--- config.mk ---
export PLATFORM = sky130hd
export DESIGN_NAME = pa_ramp_ctrl
export DESIGN_NICKNAME = d
export VERILOG_FILES = /design/src/include/pa_ramp_pkg.sv /design/src/hdl/pa_ramp_ctrl.sv /design/src/hdl/ramp_tick_div.sv
export SDC_FILE = /design/constraint.sdc
export NUM_CORES = 1
export LEC_CHECK = 0
export BUFFER_PORTS_ARGS = -buffer_cell sky130_fd_sc_hd__buf_4
export CORE_AREA = 2 2 82 123
export CTS_CLUSTER_SIZE = 20
export DETAILED_ROUTE_END_ITERATION = 16
export DIE_AREA = 0 0 84 125
export PLACE_DENSITY = 0.81
export SLEW_MARGIN = 10
export SYNTH_ARGS = -nofsm -noshare
export SYNTH_HDL_FRONTEND = slang
export SYNTH_SLANG_ARGS = --single-unit
--- constraint.sdc ---
create_clock -name pclk -period 4.6 [get_ports pclk]
set_clock_uncertainty 0.05 [all_clocks]
set_input_delay 0.92 -clock pclk [delete_from_list [all_inputs] [get_ports pclk]]
set_output_delay 0.92 -clock pclk [all_outputs]
set_load 0.02 [all_outputs]
--- src/include/pa_ramp_pkg.sv ---
// Package with the register map, reset values and timing counts of the PA ramp controller.
package pa_ramp_pkg;
    // Register indices; the APB byte address is four times the index.
    localparam logic [6:0] IDX_BANK_SEL = 7'h00;
    localparam logic [6:0] IDX_TICK_STEP = 7'h41;
    localparam logic [6:0] IDX_RISE = 7'h42;
    localparam logic [6:0] IDX_FALL = 7'h43;
    localparam logic [6:0] IDX_LEVEL_LO = 7'h01;
    localparam logic [6:0] IDX_LEVEL_HI = 7'h02;
    // Bank codes.
    localparam logic [7:0] RAMP_BANK = 8'h03;
    localparam logic [7:0] STATUS_BANK = 8'h00;
    // Field positions of the tick and step register.
    localparam int TICK_SEL_BIT = 2;
    localparam int STEP_LSB = 0;
    // Reset values.
    localparam logic [7:0] BANK_SEL_RST = 8'h00;
    localparam logic [2:0] TICK_STEP_RST = 3'h0;
    localparam logic [6:0] RISE_RST = 7'h00;
    localparam logic [6:0] FALL_RST = 7'h01;
    // Base tick periods in master clock cycles.
    localparam logic [5:0] TICK_DIV_FAST = 6'd2;
    localparam logic [5:0] TICK_DIV_SLOW = 6'd32;
    // Ramp counter limits.
    localparam logic [8:0] LEVEL_MAX = 9'h1ff;
endpackage
--- src/hdl/pa_ramp_ctrl.sv ---
// APB register file and ramp counter of the PA ramp controller.
//
// Design decision made here: the APB register port.
`timescale 1ns/100ps
module pa_ramp_ctrl
    import pa_ramp_pkg::*;
(
    // Clock and reset.
    input wire logic pclk,
    input wire logic presetn,
    // APB slave.
    input wire logic psel,
    input wire logic penable,
    input wire logic pwrite,
    input wire logic [8:0] paddr,
    input wire logic [31:0] pwdata,
    output logic [31:0] prdata,
    output logic pready,
    // Ramp control.
    input wire logic ramp_up_req,
    input wire logic [8:0] power_level_adjust,
    output logic [8:0] ramp_level,
    output logic ramp_busy
);
    typedef struct packed {
        logic [7:0] bank;
        logic [2:0] tick_step;
        logic [6:0] rise;
        logic [6:0] fall;
        logic [8:0] cnt;
        logic [6:0] intv;
        logic dir_up;
        logic busy;
        logic pready;
        logic [31:0] prdata;
    } ramp_state_t;

    ramp_state_t q, d;
    logic tick;
    logic [6:0] idx;
    logic wr_en;
    logic [9:0] step;
    logic [9:0] up_sum;
    logic [6:0] setting;
    logic advance;
    logic [7:0] rd_val;

    ramp_tick_div u_tick
    (
        .pclk(pclk),
        .presetn(presetn),
        .slow_sel(q.tick_step[TICK_SEL_BIT]),
        .tick(tick)
    );

    assign idx = paddr[8:2];
    assign wr_en = psel && penable && q.pready && pwrite;
    assign step = 10'd1 << q.tick_step[STEP_LSB +: 2];
    assign up_sum = {1'b0, q.cnt} + step;
    assign setting = q.dir_up ? q.rise : q.fall;

    always_comb
    begin
        rd_val = 8'h00;
        if (idx == IDX_BANK_SEL)
            rd_val = q.bank;
        else if (q.bank == RAMP_BANK)
        begin
            // Everything else in the ramp bank reads as zero.
            unique case (idx)
                IDX_TICK_STEP: rd_val = {5'h00, q.tick_step};
                IDX_RISE: rd_val = {1'b0, q.rise};
                IDX_FALL: rd_val = {1'b0, q.fall};
                default: rd_val = 8'h00;
            endcase
        end
        else if (q.bank == STATUS_BANK)
        begin
            if (idx == IDX_LEVEL_LO)
                rd_val = q.cnt[7:0];
            else if (idx == IDX_LEVEL_HI)
                rd_val = {6'h00, q.busy, q.cnt[8]};
        end
    end

    always_comb
    begin
        d = q;
        // Zero-wait APB: ready is raised in every access phase.
        d.pready = psel && !penable;
        if (psel && !penable && !pwrite)
            d.prdata = {24'h00_0000, rd_val};
        if (wr_en)
        begin
            if (idx == IDX_BANK_SEL)
                d.bank = pwdata[7:0];
            else if (q.bank == RAMP_BANK)
            begin
                if (idx == IDX_TICK_STEP)
                    d.tick_step = pwdata[2:0];
                else if (idx == IDX_RISE)
                    d.rise = pwdata[6:0];
                else if (idx == IDX_FALL)
                    d.fall = pwdata[6:0];
            end
        end

        // A step is taken every 'setting' ticks; a setting of zero steps on every tick.
        advance = 1'b0;
        if (ramp_up_req != q.dir_up)
        begin
            d.dir_up = ramp_up_req;
            d.intv = 7'h00;
        end
        else if (tick)
        begin
            if ({1'b0, q.intv} + 8'd1 >= {1'b0, setting})
            begin
                d.intv = 7'h00;
                advance = 1'b1;
            end
            else
            begin
                d.intv = q.intv + 7'd1;
            end
        end

        if (advance)
        begin
            if (q.dir_up)
            begin
                // Climbing from zero to the power level takes level/step steps, rounded up; the last step is clamped to the level.
                if (q.cnt < power_level_adjust)
                    d.cnt = (up_sum >= {1'b0, power_level_adjust}) ? power_level_adjust : up_sum[8:0];
            end
            else if ({1'b0, q.cnt} <= step)
                d.cnt = 9'h000;
            else
                d.cnt = q.cnt - step[8:0];
        end
        d.busy = d.dir_up ? (d.cnt < power_level_adjust) : (d.cnt != 9'h000);
    end

    always_ff @(posedge pclk or negedge presetn)
    begin
        if (!presetn)
        begin
            q <= '0;
            q.bank <= BANK_SEL_RST;
            q.tick_step <= TICK_STEP_RST;
            q.rise <= RISE_RST;
            q.fall <= FALL_RST;
        end
        else
            q <= d;
    end

    assign prdata = q.prdata;
    assign pready = q.pready;
    assign ramp_level = q.cnt;
    assign ramp_busy = q.busy;

    fall_reset_value_a: assert property (@(posedge pclk)
        $rose(presetn) |-> q.fall == FALL_RST && q.tick_step == TICK_STEP_RST)
        else $error("ramp registers left reset with wrong values");
    config_write_bank_a: assert property (@(posedge pclk) disable iff (!presetn)
        !$stable(q.fall) |-> $past(wr_en) && $past(q.bank) == RAMP_BANK && $past(idx) == IDX_FALL)
        else $error("fall register changed without a bank 3 write");
    reserved_read_zero_a: assert property (@(posedge pclk) disable iff (!presetn)
        (psel && !penable && !pwrite && q.bank == RAMP_BANK && idx > IDX_FALL) |=> pready && prdata == 32'h0000_0000)
        else $error("reserved ramp bank location read nonzero");
    step_size_a: assert property (@(posedge pclk) disable iff (!presetn)
        (advance && q.dir_up && up_sum < {1'b0, power_level_adjust}) |=> q.cnt == $past(q.cnt) + (9'd1 << $past(q.tick_step[1:0])))
        else $error("ramp step differs from step field");
    step_down_a: assert property (@(posedge pclk) disable iff (!presetn)
        (advance && !q.dir_up && {1'b0, q.cnt} > step) |=> q.cnt < $past(q.cnt))
        else $error("ramp-down did not decrement");
    rise_spacing_a: assert property (@(posedge pclk) disable iff (!presetn)
        (q.dir_up && $changed(q.cnt) && $past(q.dir_up) && $past(ramp_up_req) == $past(q.dir_up))
        |-> $past(tick) && {1'b0, $past(q.intv)} + 8'd1 >= {1'b0, $past(q.rise)})
        else $error("ramp-up stepped before rise interval");
    fall_spacing_a: assert property (@(posedge pclk) disable iff (!presetn)
        (!q.dir_up && $changed(q.cnt) && !$past(q.dir_up) && $past(ramp_up_req) == $past(q.dir_up))
        |-> $past(tick) && {1'b0, $past(q.intv)} + 8'd1 >= {1'b0, $past(q.fall)})
        else $error("ramp-down stepped before fall interval");
    end_hold_a: assert property (@(posedge pclk) disable iff (!presetn)
        (!q.dir_up && !ramp_up_req && q.cnt == 9'h000) |=> q.cnt == 9'h000 && !ramp_busy)
        else $error("counter left zero without a ramp request");
endmodule

--- src/hdl/ramp_tick_div.sv ---
// Base tick divider for the PA ramp counter.
`timescale 1ns/100ps
module ramp_tick_div
    import pa_ramp_pkg::*;
(
    // Clock and reset.
    input wire logic pclk,
    input wire logic presetn,
    // Control and tick.
    input wire logic slow_sel,
    output logic tick
);
    typedef struct packed {
        logic [4:0] cnt;
        logic tick;
    } div_state_t;

    div_state_t q, d;
    logic [4:0] limit;

    always_comb
    begin
        d = q;
        limit = slow_sel ? 5'(TICK_DIV_SLOW - 6'd1) : 5'(TICK_DIV_FAST - 6'd1);
        d.tick = 1'b0;
        if (q.cnt == 5'd0)
        begin
            d.tick = 1'b1;
            d.cnt = limit;
        end
        else if (q.cnt > limit)
        begin
            // Drop a long slow count at once when the fast tick is selected.
            d.cnt = limit;
        end
        else
        begin
            d.cnt = q.cnt - 5'd1;
        end
    end

    always_ff @(posedge pclk or negedge presetn)
    begin
        if (!presetn)
            q <= '0;
        else
            q <= d;
    end

    assign tick = q.tick;

    fast_tick_period_a: assert property (@(posedge pclk) disable iff (!presetn)
        (q.tick && !$past(slow_sel)) |=> !q.tick ##1 q.tick)
        else $error("fast tick period is not two cycles");
    slow_tick_gap_a: assert property (@(posedge pclk) disable iff (!presetn)
        (q.tick && slow_sel) ##1 slow_sel[*8] |-> !$past(q.tick))
        else $error("slow tick came too soon");
endmodule

==> results of run 1 <==
-- logic make-up (layout without fill, tap and decap cells) --
logic type | Yosys count | after routing | share of synthesized area, %
and+or+nand+nor | 138 | 138 | 14.9
buffers and inverters | 76 | 145 | 9.56
muxes | 39 | 39 | 9.00
adders and majority gates | 51 | 51 | 13.9
xor gates and xnor gates | 16 | 16 | 2.98
AOI/OAI and AO/OA | 115 | 115 | 18.6
other | 1 | 24 | 0.0798
DFF | 58 | 58 | 30.9
-- synthesized netlist by cell type, types with 6 or more instances --
library cell / count / area [um^2]
sky130_fd_sc_hd__xnor2_1: 11 / 96.3
sky130_fd_sc_hd__mux2i_1: 13 / 130
sky130_fd_sc_hd__clkbuf_1: 8 / 30.0
sky130_fd_sc_hd__inv_1: 21 / 78.8
sky130_fd_sc_hd__o21ai_0: 13 / 65.1
sky130_fd_sc_hd__buf_4: 41 / 308
sky130_fd_sc_hd__or3_1: 6 / 37.5
sky130_fd_sc_hd__nor3_1: 11 / 55.1
sky130_fd_sc_hd__ha_1: 49 / 613
sky130_fd_sc_hd__a31oi_1: 6 / 37.5
sky130_fd_sc_hd__mux2_1: 12 / 135
sky130_fd_sc_hd__nand2_1: 38 / 143
sky130_fd_sc_hd__and3_1: 7 / 43.8
sky130_fd_sc_hd__nand2b_1: 12 / 75.1
sky130_fd_sc_hd__mux2_2: 14 / 158
sky130_fd_sc_hd__nor2_1: 27 / 101
sky130_fd_sc_hd__a21o_1: 14 / 105
sky130_fd_sc_hd__dfrtp_1: 57 / 1430
sky130_fd_sc_hd__nand4_1: 10 / 62.6
sky130_fd_sc_hd__a21oi_1: 22 / 110
-- state kept, by name, summed over array words and instances (netlist names) --
signal,cells
prdata,8
ramp_level,9
q,33
pready,1
ramp_busy,1
u_tick.tick,1
u_tick.q,5
-- what timing repair did --
item / CTS / global route
cloned: 0 / 0
hold buffers: 0 / 0
setup endpoints to repair: 1 / 1
resized for setup: 29 / 5
setup buffers: 5 / 2
pin swaps: 16 / 14
-- through the flow --
stage,hold WS [ns],util (%)
3_3_place_gp,0.425,55.8
4_1_cts,0.436,61.4
5_1_grt,0.461,61.8
3_5_place_dp,0.433,55.8
2_1_floorplan,0.396,-
6_report,0.437,61.8
-- worst max-delay path, delay by kind of cell, from the launching register on --
| kind | cells | cell delay, ns |
|---|---|---|
| DFF | 1 | 0.45 |
| adders and majority gates | 3 | 0.73 |
| AOI/OAI and AO/OA | 11 | 1.87 |
| muxes | 1 | 0.18 |
| buffers and inverters | 4 | 0.52 |
| xor gates and xnor gates | 1 | 0.21 |
| and+or+nand+nor | 3 | 0.66 |
-- area by class of cell --
cell class	count	area, um^2	area share, %
repair buffers	106	796	13.5
well taps	115	144	2.45
multi-input cells	383	3060	52.1
clock buffers	12	267	4.53
flip-flops and latches	58	1460	24.7
inverters	23	86.3	1.47
clock inverters	4	72.6	1.23
-- power by group --
group	switching [mW]	internal [mW]	total, mW
sequential	0.0734	0.567	0.640
clock	0.217	0.516	0.733
combinational	0.940	0.867	1.81
total	1.23	1.95	3.18
-- placed cells by master (no fill, tap or decap), drive strengths merged, types with 5 or more instances in the layout --
| cell | Yosys | routed |
|---|---|---|
| buf | 45 | 106 |
| dfrtp | 57 | 57 |
| ha | 49 | 49 |
| nand2 | 38 | 38 |
| nor2 | 27 | 27 |
| mux2 | 26 | 26 |
| conb | 1 | 24 |
| inv | 22 | 22 |
| a21oi | 22 | 22 |
| o21ai | 21 | 21 |
| a21o | 14 | 14 |
| mux2i | 13 | 13 |
| nor3 | 12 | 12 |
| nand2b | 12 | 12 |
| clkbuf | 8 | 12 |
| xnor2 | 11 | 11 |
| nand4 | 10 | 10 |
| and3 | 7 | 7 |
| o211ai | 7 | 7 |
| a31oi | 6 | 6 |
| or3 | 6 | 6 |
| xor2 | 5 | 5 |
| nand3 | 5 | 5 |
| a22oi | 5 | 5 |
| nor2b | 5 | 5 |
-- worst max path at each step --
stage                 startpoint                   to  slack (ns)  cells after the start
2_1_floorplan  q[65]$_DFFE_PN0P_  ramp_busy$_DFF_PN0_        0.05                     23
3_3_place_gp   q[65]$_DFFE_PN0P_  ramp_busy$_DFF_PN0_       -0.32                     21
3_5_place_dp   q[65]$_DFFE_PN0P_  ramp_busy$_DFF_PN0_       -0.53                     21
4_1_cts        q[65]$_DFFE_PN0P_  ramp_busy$_DFF_PN0_       -0.03                     21
5_1_grt        q[65]$_DFFE_PN0P_  ramp_busy$_DFF_PN0_       -0.32                     23
6_report       q[65]$_DFFE_PN0P_  ramp_busy$_DFF_PN0_       -0.14                     23
-- per-layer routing --
metal  GRT usage [%]  vias up  wire length, um
li1                -     1919                -
met1            25.3     2030             4530
met2            45.7      172             7130
met3            4.09       49              503
met4            16.0        0              725
met5               0        -                0
==> results.txt, run 1 <==
* TritonCTS Buffers: 9
- Largest net degree at the start of global routing: between 50 and 60
* Slowest cell on the critical path: sky130_fd_sc_hd__dfrtp_2
- Crit path capture type: flop
- The worst setup path is launched from a flop.
* Global-route wire length before repair: between 20,000 and 25,000 um
- After layout, the worst path uses 103% of the clock period.
- Routability-driven placement finished with a final weighted congestion of between 0.9 and 1.
* Pleak: 2.95 nW
* FF+latch count, synth: slightly below 60
- Fin crit period: 4.74 ns
- Gr usage total: 24.8%
* IO Count: 99
- Power Dens Cells: approximately 540 nW/um^2
* Worst Path Class, Setup: reg2reg
- Clock root buffer: sky130_fd_sc_hd__clkbuf_16
- RSZ-0062 raised after global routing: true
- In this run the critical register-to-register path is launched from q[65]$_DFFE_PN0P_.
- Hold-critical path depth: 1
* Sum of net half-perimeters after detailed placement: 9880 um
- Total number of H-tree levels: 3
* Core Box Area: between 9000 and 10,000 um^2
* Outcome: complete, but fails checks
- First-pass iteration count of the detailed router: 5
- At the placement stage, the worst setup path has a slack of -0.526 ns.
* Total global routing overflow: 0
* Most used DFF post-synth: sky130_fd_sc_hd__dfrtp_1
* Placed Cells: between 600 and 700
- Measured along the x axis, the die boundary spans about 84 um.
* Count of antenna diodes in the layout: 0
* Maximum vdd ir drop: between 0.0003 and 0.0004 V
* Longest individual stage delay on the worst path: between 0.4 and 0.5 ns
- R2R setup slack: -0.14 ns
* Net count, final: roughly 700
- In the final layout, the share of cells above drive strength 1 is 30.9%.
* Setup TNS: -0.144 ns
- The number of max-slew violations in the final report came to 0.
- Number of instances in the synthesized netlist: roughly 490
* Sink Count: between 50 and 60
- Input/output buffers: 48
* Final count of hold timing violations: 0
- Summing the sequential cell areas from Yosys gives 30.9% of the chip area.
* Max-cap viol count: 0
* Overall die height: 125 um
- Placed Area: about 5300 um^2
* Vias in the first global route: between 4,000 and 5,000
* Total via count in the routed design: roughly 4,200
- Filler cell count in the final layout: about 750
- Summed over all layers, the routed wires come to about 13,000 um.
- Endpoint of the lowest-slack register-to-register path: ramp_busy$_DFF_PN0_
* Final count of negative-setup-slack endpoints: 1
* Latest clock arrival within the worst-skew pair: 0.32 ns
- Row generation in the floorplan step produced between 40 and 50 rows.
- The first routing iteration left approximately 340 violations.
- The checks that failed: setup timing.
- TritonCTS built the clock tree.
* Final critical-path setup slack: -0.144 ns
* WHS Endpoint: u_tick.tick$_DFF_PN0_
* Async S/R FF share, synth: between 90% and 100%
* Slew headroom: 30.8%
* Number of enable-type register cells in the synthesized netlist: 0
- Worst min-delay path class: reg2reg
- Required time worst endpoint: ~4.8 ns
- Cell Chain, Critical Path: nand2b_4 -> buf_4 -> inv_1 -> ha_1 -> a31oi_1 -> buf_4 -> a21oi_2 -> xor2_1 -> ha_1 -> a21o_1 -> a21o_1 -> o21bai_4 -> or3_4 -> buf_4 -> mux2i_4 -> o221ai_2 -> ha_1 -> a21o_1 -> a21oi_2 -> nor2_1 -> a211oi_2 -> a21boi_1 -> a31oi_1
- DRC violations left: 0
- The area growth from synthesis to layout is 25.2%.
- Mean number of vias per cell: roughly 5.9
- Initial Util: between 40 and 50%
- After detailed routing, the average wire length per cell comes to approximately 18 um.
- STA puts the critical path data arrival time at approximately 4.9 ns.
* Summed instance area of the synthesized netlist: about 4700 um^2
- The design draws 3.18 mW.
- Final Non-Filler Cells: about 700
- The worst register-to-register path has a depth of 23.
- Maximum net fanout on the critical path: 5
* Total die area: 10,500 um^2
- Total of warnings raised by yosys: 0
- Max Buffers Root-to-Sink: 2
- In this run the most critical hold path is launched from u_tick.q[5]$_DFF_PN0_.
* Peak clock frequency supported by timing: 211 MHz
- Post-synthesis cell type count: 66
- The detail route stage leaves a number of antenna-violating nets equal to 0.
- The number of antenna violations at the first check in global routing is 0.
- Mean instance size in the synthesized netlist: 9.51 um^2
- At the pin with the least slew margin, the transition time is slightly above 1 ns.
* Clock transition at path regs: around 0.050 ns
- Area of all placed cells without fillers: between 5000 and 6000 um^2
No activity file was read; power rests on OpenSTA's default activity.
==> run 2: changes to the inputs <==
PLACE_DENSITY = 0.82   (was 0.81)
SYNTH_HIERARCHICAL = 1   (was not set)
==> results.txt, run 2 <==
- The power density over the cells was 531 nW/um^2 (was 540 nW/um^2).
- Maximum net fanout on the critical path: 4 (was 5)
* Clock root buffer: sky130_fd_sc_hd__clkbuf_16 (unchanged)
* Vias in the first global route: 4,064 (was 4,268)
* Cell Chain, Critical Path: buf_6 -> nand2_2 -> ha_4 -> inv_2 -> a21oi_4 -> a21oi_2 -> xor2_1 -> ha_1 -> a21o_1 -> a21oi_2 -> o2111ai_2 -> a21oi_1 -> buf_4 -> buf_4 -> buf_4 -> mux2i_1 -> o211ai_1 -> ha_1 -> nand4_1 -> buf_4 -> nor2_2 -> a211oi_2 -> a21boi_1 -> a41oi_2 (was nand2b_4 -> buf_4 -> inv_1 -> ha_1 -> a31oi_1 -> buf_4 -> a21oi_2 -> xor2_1 -> ha_1 -> a21o_1 -> a21o_1 -> o21bai_4 -> or3_4 -> buf_4 -> mux2i_4 -> o221ai_2 -> ha_1 -> a21o_1 -> a21oi_2 -> nor2_1 -> a211oi_2 -> a21boi_1 -> a31oi_1)
- The flip-flop count of the largest register, all copies and words added is 33 (unchanged).
* Outcome: complete, no violations (was complete, but fails checks)
- The buffering stage count on the worst path with inverters included is 6 (was 4).
- The number of clock buffers inserted by TritonCTS is 9 (unchanged).
* Post-synthesis cell type count: 70 (was 66)
- The starting DRC count in detailed routing was 270 (was 335).
- The weighted congestion at the end of routability-driven global placement is 0.960 (was 0.946).
- The starting utilization of the core area was 48.4% (was 49.3%).
- The beginning of the critical path is q[66]$_DFFE_PN0P_ (was q[65]$_DFFE_PN0P_).
* Count of antenna diodes in the layout: 0 (unchanged)
* Top cells by area, synth: sky130_fd_sc_hd__dfrtp_1 31%, sky130_fd_sc_hd__ha_1 13%, sky130_fd_sc_hd__buf_4 6.7% (was sky130_fd_sc_hd__dfrtp_1 30%, sky130_fd_sc_hd__ha_1 13%, sky130_fd_sc_hd__buf_4 6.5%)
- Count of cells along the worst register-to-register path: 24 (was 23)
* Overall die height: 125 um (unchanged)
* Fraction of power consumed by the clock network: 25.5% (was 23.1%)
* Longest individual stage delay on the worst path: 0.45 ns (about the same)
- The count of synthesis-stage warnings from yosys was 6 (was 0).
* Signal arrival time at the worst endpoint: 4.66 ns (was 4.94 ns)
- The transition time at the pin with the least slew margin came to 0.891 ns (was 1.03 ns).
- The slowest library cell on the worst path was sky130_fd_sc_hd__dfrtp_2 (unchanged).
* Mean number of vias per cell: 5.89 (was 5.95)
- The sequential element share of the synthesized area came to 31.5% (was 30.9%).
- Total via count in the routed design: 3,812 (was 4,170)
- Startpoint of the tightest hold check path: u_tick/q[1]$_DFF_PN0_ (was u_tick.q[5]$_DFF_PN0_)
* FF+latch count, synth: 58 (unchanged)
* Fraction of layout cells with a size suffix above 1: 29.1% (was 30.9%)
- Top Family by Delay on Critical Path: compound AO/OA/AOI/OAI gates (unchanged)
- Psw: 1.18 mW (was 1.23 mW)
* Worst flop-to-flop path startpoint: q[66]$_DFFE_PN0P_ (was q[65]$_DFFE_PN0P_)
* Final count of hold timing violations: 0 (unchanged)
- Number of pins with negative max-slew slack in the final report: 0 (unchanged)
- The total number of H-tree levels is 3 (unchanged).
- Most common library cell in the layout ignoring fill and taps: sky130_fd_sc_hd__buf_4 (unchanged)
* Core Box Area: 9520 um^2 (unchanged)
- Mean instance size in the synthesized netlist: 9.89 um^2 (was 9.51 um^2)
* Summed instance area of the synthesized netlist: 4610 um^2 (was 4700 um^2)
* Initial antenna violation count: 0 (unchanged)
- The TritonCTS clock tree is built (unchanged).
- The area of the die came to 10,500 um^2 (unchanged).
* R2R setup slack: 0.07 ns (was -0.14 ns)
- Share of the synthesized area in the top cell type: 31.0% (was 30.4%)
- The clock latency reported for the late side of the worst-skew pair was 0.34 ns (was 0.32 ns).
- Slew headroom: 40.5% (was 30.8%)
* Net count, final: 634 (was 688)
* Sequential power share: 21.9% (was 20.1%)
- Filler cell count in the final layout: 735 (was 749)
* Async S/R FF share, synth: 100% (unchanged)
- Number of enable-type register cells in the synthesized netlist: 0 (unchanged)
- The total global-route track usage was 23.1% (was 24.8%).
- Global-route wire length before repair: 19,300 um (was 20,700 um)
* Cell depth of the worst setup path: 24 (was 23)
- Endpoint of the lowest-slack register-to-register path: ramp_busy$_DFF_PN0_ (unchanged)
- Final count of negative-setup-slack endpoints: 0 (was 1)
- The number of cells on the worst hold path came to 1 (unchanged).
- Clock transition at path regs: 0.05 ns (about the same)
- The leakage power was 2.85 nW (was 2.95 nW).
- Required time worst endpoint: 4.74 ns (was 4.80 ns)
* Dominant cell by count in the synthesized netlist: sky130_fd_sc_hd__dfrtp_1 (unchanged)
- The worst-case clock buffer depth came to 2 (unchanged).
- Sum of net half-perimeters after detailed placement: 8980 um (was 9880 um)
- The overall overflow remaining after global route was 0 (unchanged).
- The most common flop cell mapped by yosys was sky130_fd_sc_hd__dfrtp_1 (unchanged).
- The startpoint-to-endpoint class of the critical path is reg2reg (unchanged).
- The hold buffer count at CTS came to 0 (unchanged).
- The count of maximum capacitance violations came to 0 (unchanged).
* Dominant cell type by area after synthesis: sky130_fd_sc_hd__dfrtp_1 (unchanged)
- Sink Count: 58 (unchanged)
- Register with the highest flop count: q (unchanged)
- IO Count: 99 (unchanged)
- Commonest non-fill, non-tap cells in the layout: 84 x sky130_fd_sc_hd__buf_4, 55 x sky130_fd_sc_hd__dfrtp_1, 44 x sky130_fd_sc_hd__ha_1 (was 106 x sky130_fd_sc_hd__buf_4, 55 x sky130_fd_sc_hd__dfrtp_1, 45 x sky130_fd_sc_hd__ha_1).
- Chip width: 84 um (unchanged)
- Part of the total power dissipated in combinational logic: 52.6% (was 56.8%)
* Post-synthesis to final-layout area growth: 22.7% (was 25.2%)
* Number of instances in the synthesized netlist: 466 (was 494)
* Crit path capture type: flop (unchanged)
- The part of the cycle the worst path needs came to 98.4% (was 103%).
* Maximum vdd ir drop: 0.000348 V (was 0.000356 V)
- Post-DRT Antenna Nets: 0 (unchanged)
- Largest net degree at the start of global routing: 59 (unchanged)
- Counting stages on the worst path, the most repeated cell is sky130_fd_sc_hd__buf_4.
- The total detailed-routing wirelength came to 12,400 um (was 12,900 um).
- The share of total power consumed by net switching was 39.4% (was 38.7%).
- The time the worst path needs with I/O delays and setup is 4.53 ns (was 4.74 ns).
- Average detailed-routed wire length per instance: 19.1 um (was 18.4 um)
- Final Non-Filler Cells: 647 (was 701)
- Synth cell count leaders: 57 x sky130_fd_sc_hd__dfrtp_1, 49 x sky130_fd_sc_hd__ha_1, 41 x sky130_fd_sc_hd__buf_4, 31 x sky130_fd_sc_hd__nor2_1, 28 x sky130_fd_sc_hd__a21oi_1 (was 57 x sky130_fd_sc_hd__dfrtp_1, 49 x sky130_fd_sc_hd__ha_1, 41 x sky130_fd_sc_hd__buf_4, 38 x sky130_fd_sc_hd__nand2_1, 27 x sky130_fd_sc_hd__nor2_1)
- The nature of the critical path startpoint was a flop (unchanged).
- Final cell utilization of the core: 59.4% (was 61.8%)
- Total internal power: 1.82 mW (was 1.95 mW)
- WHS Endpoint: u_tick/q[1]$_DFF_PN0_ (was u_tick.tick$_DFF_PN0_)
- Worst min-delay path class: reg2reg (unchanged)
- DRC violations left: 0 (unchanged)
- The quantity of I/O buffers inserted on ports came to 48 (unchanged).
* Number of rows in the core area: 44 (unchanged)
* Peak clock frequency supported by timing: 221 MHz (was 211 MHz)
- First-pass iteration count of the detailed router: 4 (was 5)
- Placed Cells: 621 (was 678)
==> run 2: cell count changes in the layout (fill, tap and decap cells not counted), moves of 7 or more <==
cell	before	now
sky130_fd_sc_hd__a21o_1	14	7
sky130_fd_sc_hd__buf_4	106	84
sky130_fd_sc_hd__mux2_1	12	25
sky130_fd_sc_hd__mux2_2	14	4
sky130_fd_sc_hd__mux2i_1	10	21
sky130_fd_sc_hd__nand2_1	37	15
==> run 2: worst reg2reg max path, delay by kind of cell (launching register included) <==
| family | cells | cell delay [ns] |
|---|---|---|
| and+or+nand+nor | 3 | 0.42 |
| buffers and inverters | 6 | 0.87 |
| muxes | 1 | 0.23 |
| xor gates and xnor gates | 1 | 0.22 |
| DFF | 1 | 0.45 |
| AOI/OAI and AO/OA | 10 | 1.30 |
| adders and majority gates | 3 | 0.86 |
==> run 2: metal layers <==
metal  GRT usage (%)  vias to the layer above  wire, um
li1                -                     1766         -
met1            23.2                     1875      4420
met2            42.6                      125      6840
met3            5.35                       46       552
met5               0                        -         0
met4            13.9                        0       562
==> run 2: worst max-delay path by stage <==
stage | to | slack (ns)
floorplan | ramp_busy$_DFF_PN0_ | 0.31
global placement | ramp_busy$_DFF_PN0_ | -0.19
detailed placement | ramp_busy$_DFF_PN0_ | -0.19
CTS | ramp_busy$_DFF_PN0_ | 0.02
global route | ramp_busy$_DFF_PN0_ | -0.08
finish | ramp_busy$_DFF_PN0_ | 0.07
==> run 2: power by group through the flow <==
stage	Clock, mW	Sequential [mW]	Combinational (mW)
5_1_grt	0.797	0.666	1.68
3_5_place_dp	0	0.655	1.33
6_report	0.765	0.659	1.58
2_1_floorplan	0	0.637	0.916
4_1_cts	0.773	0.653	1.43
3_3_place_gp	0	0.653	1.29
==> run 2: kinds of logic (layout without fill, tap and decap cells) <==
group	after synthesis	after routing	synth area share [%]
simple gates	109	109	13.1
compound gates	101	101	16.1
buf+inv	80	123	10.3
flops	58	58	31.5
fa+ha+maj	51	51	14.2
mux	51	51	11.9
xor+xnor	15	15	2.85
other cells	1	24	0.0814
==> run 2: final cells by class <==
type	instances	area (um^2)	share of cell area, %
multi-input cells	351	3000	53.0
flip-flops and latches	58	1460	25.7
repair buffers	85	642	11.3
clock buffers	10	229	4.05
well taps	115	144	2.54
clock inverters	6	105	1.86
inverters	22	82.6	1.46
==> run 2: through the flow <==
step                setup TNS [ns]  cell area [um^2]  power, mW  hold slack (ns)  worst slack, ns
floorplan                        0              4690       1.55            0.399            0.312
global placement            -0.188              5010       1.94            0.414           -0.188
detailed placement          -0.186              5010       1.98            0.435           -0.186
CTS                              0              5490       2.85            0.441           0.0236
global route               -0.0807              5660       3.15            0.479          -0.0807
finish                           0              5660       3.00            0.440           0.0728
==> run 2: repair_timing <==
item / CTS / global route
setup buffers: 5 / 5
pin swaps: 11 / 15
setup endpoints to repair: 1 / 1
gates resized for setup: 17 / 24
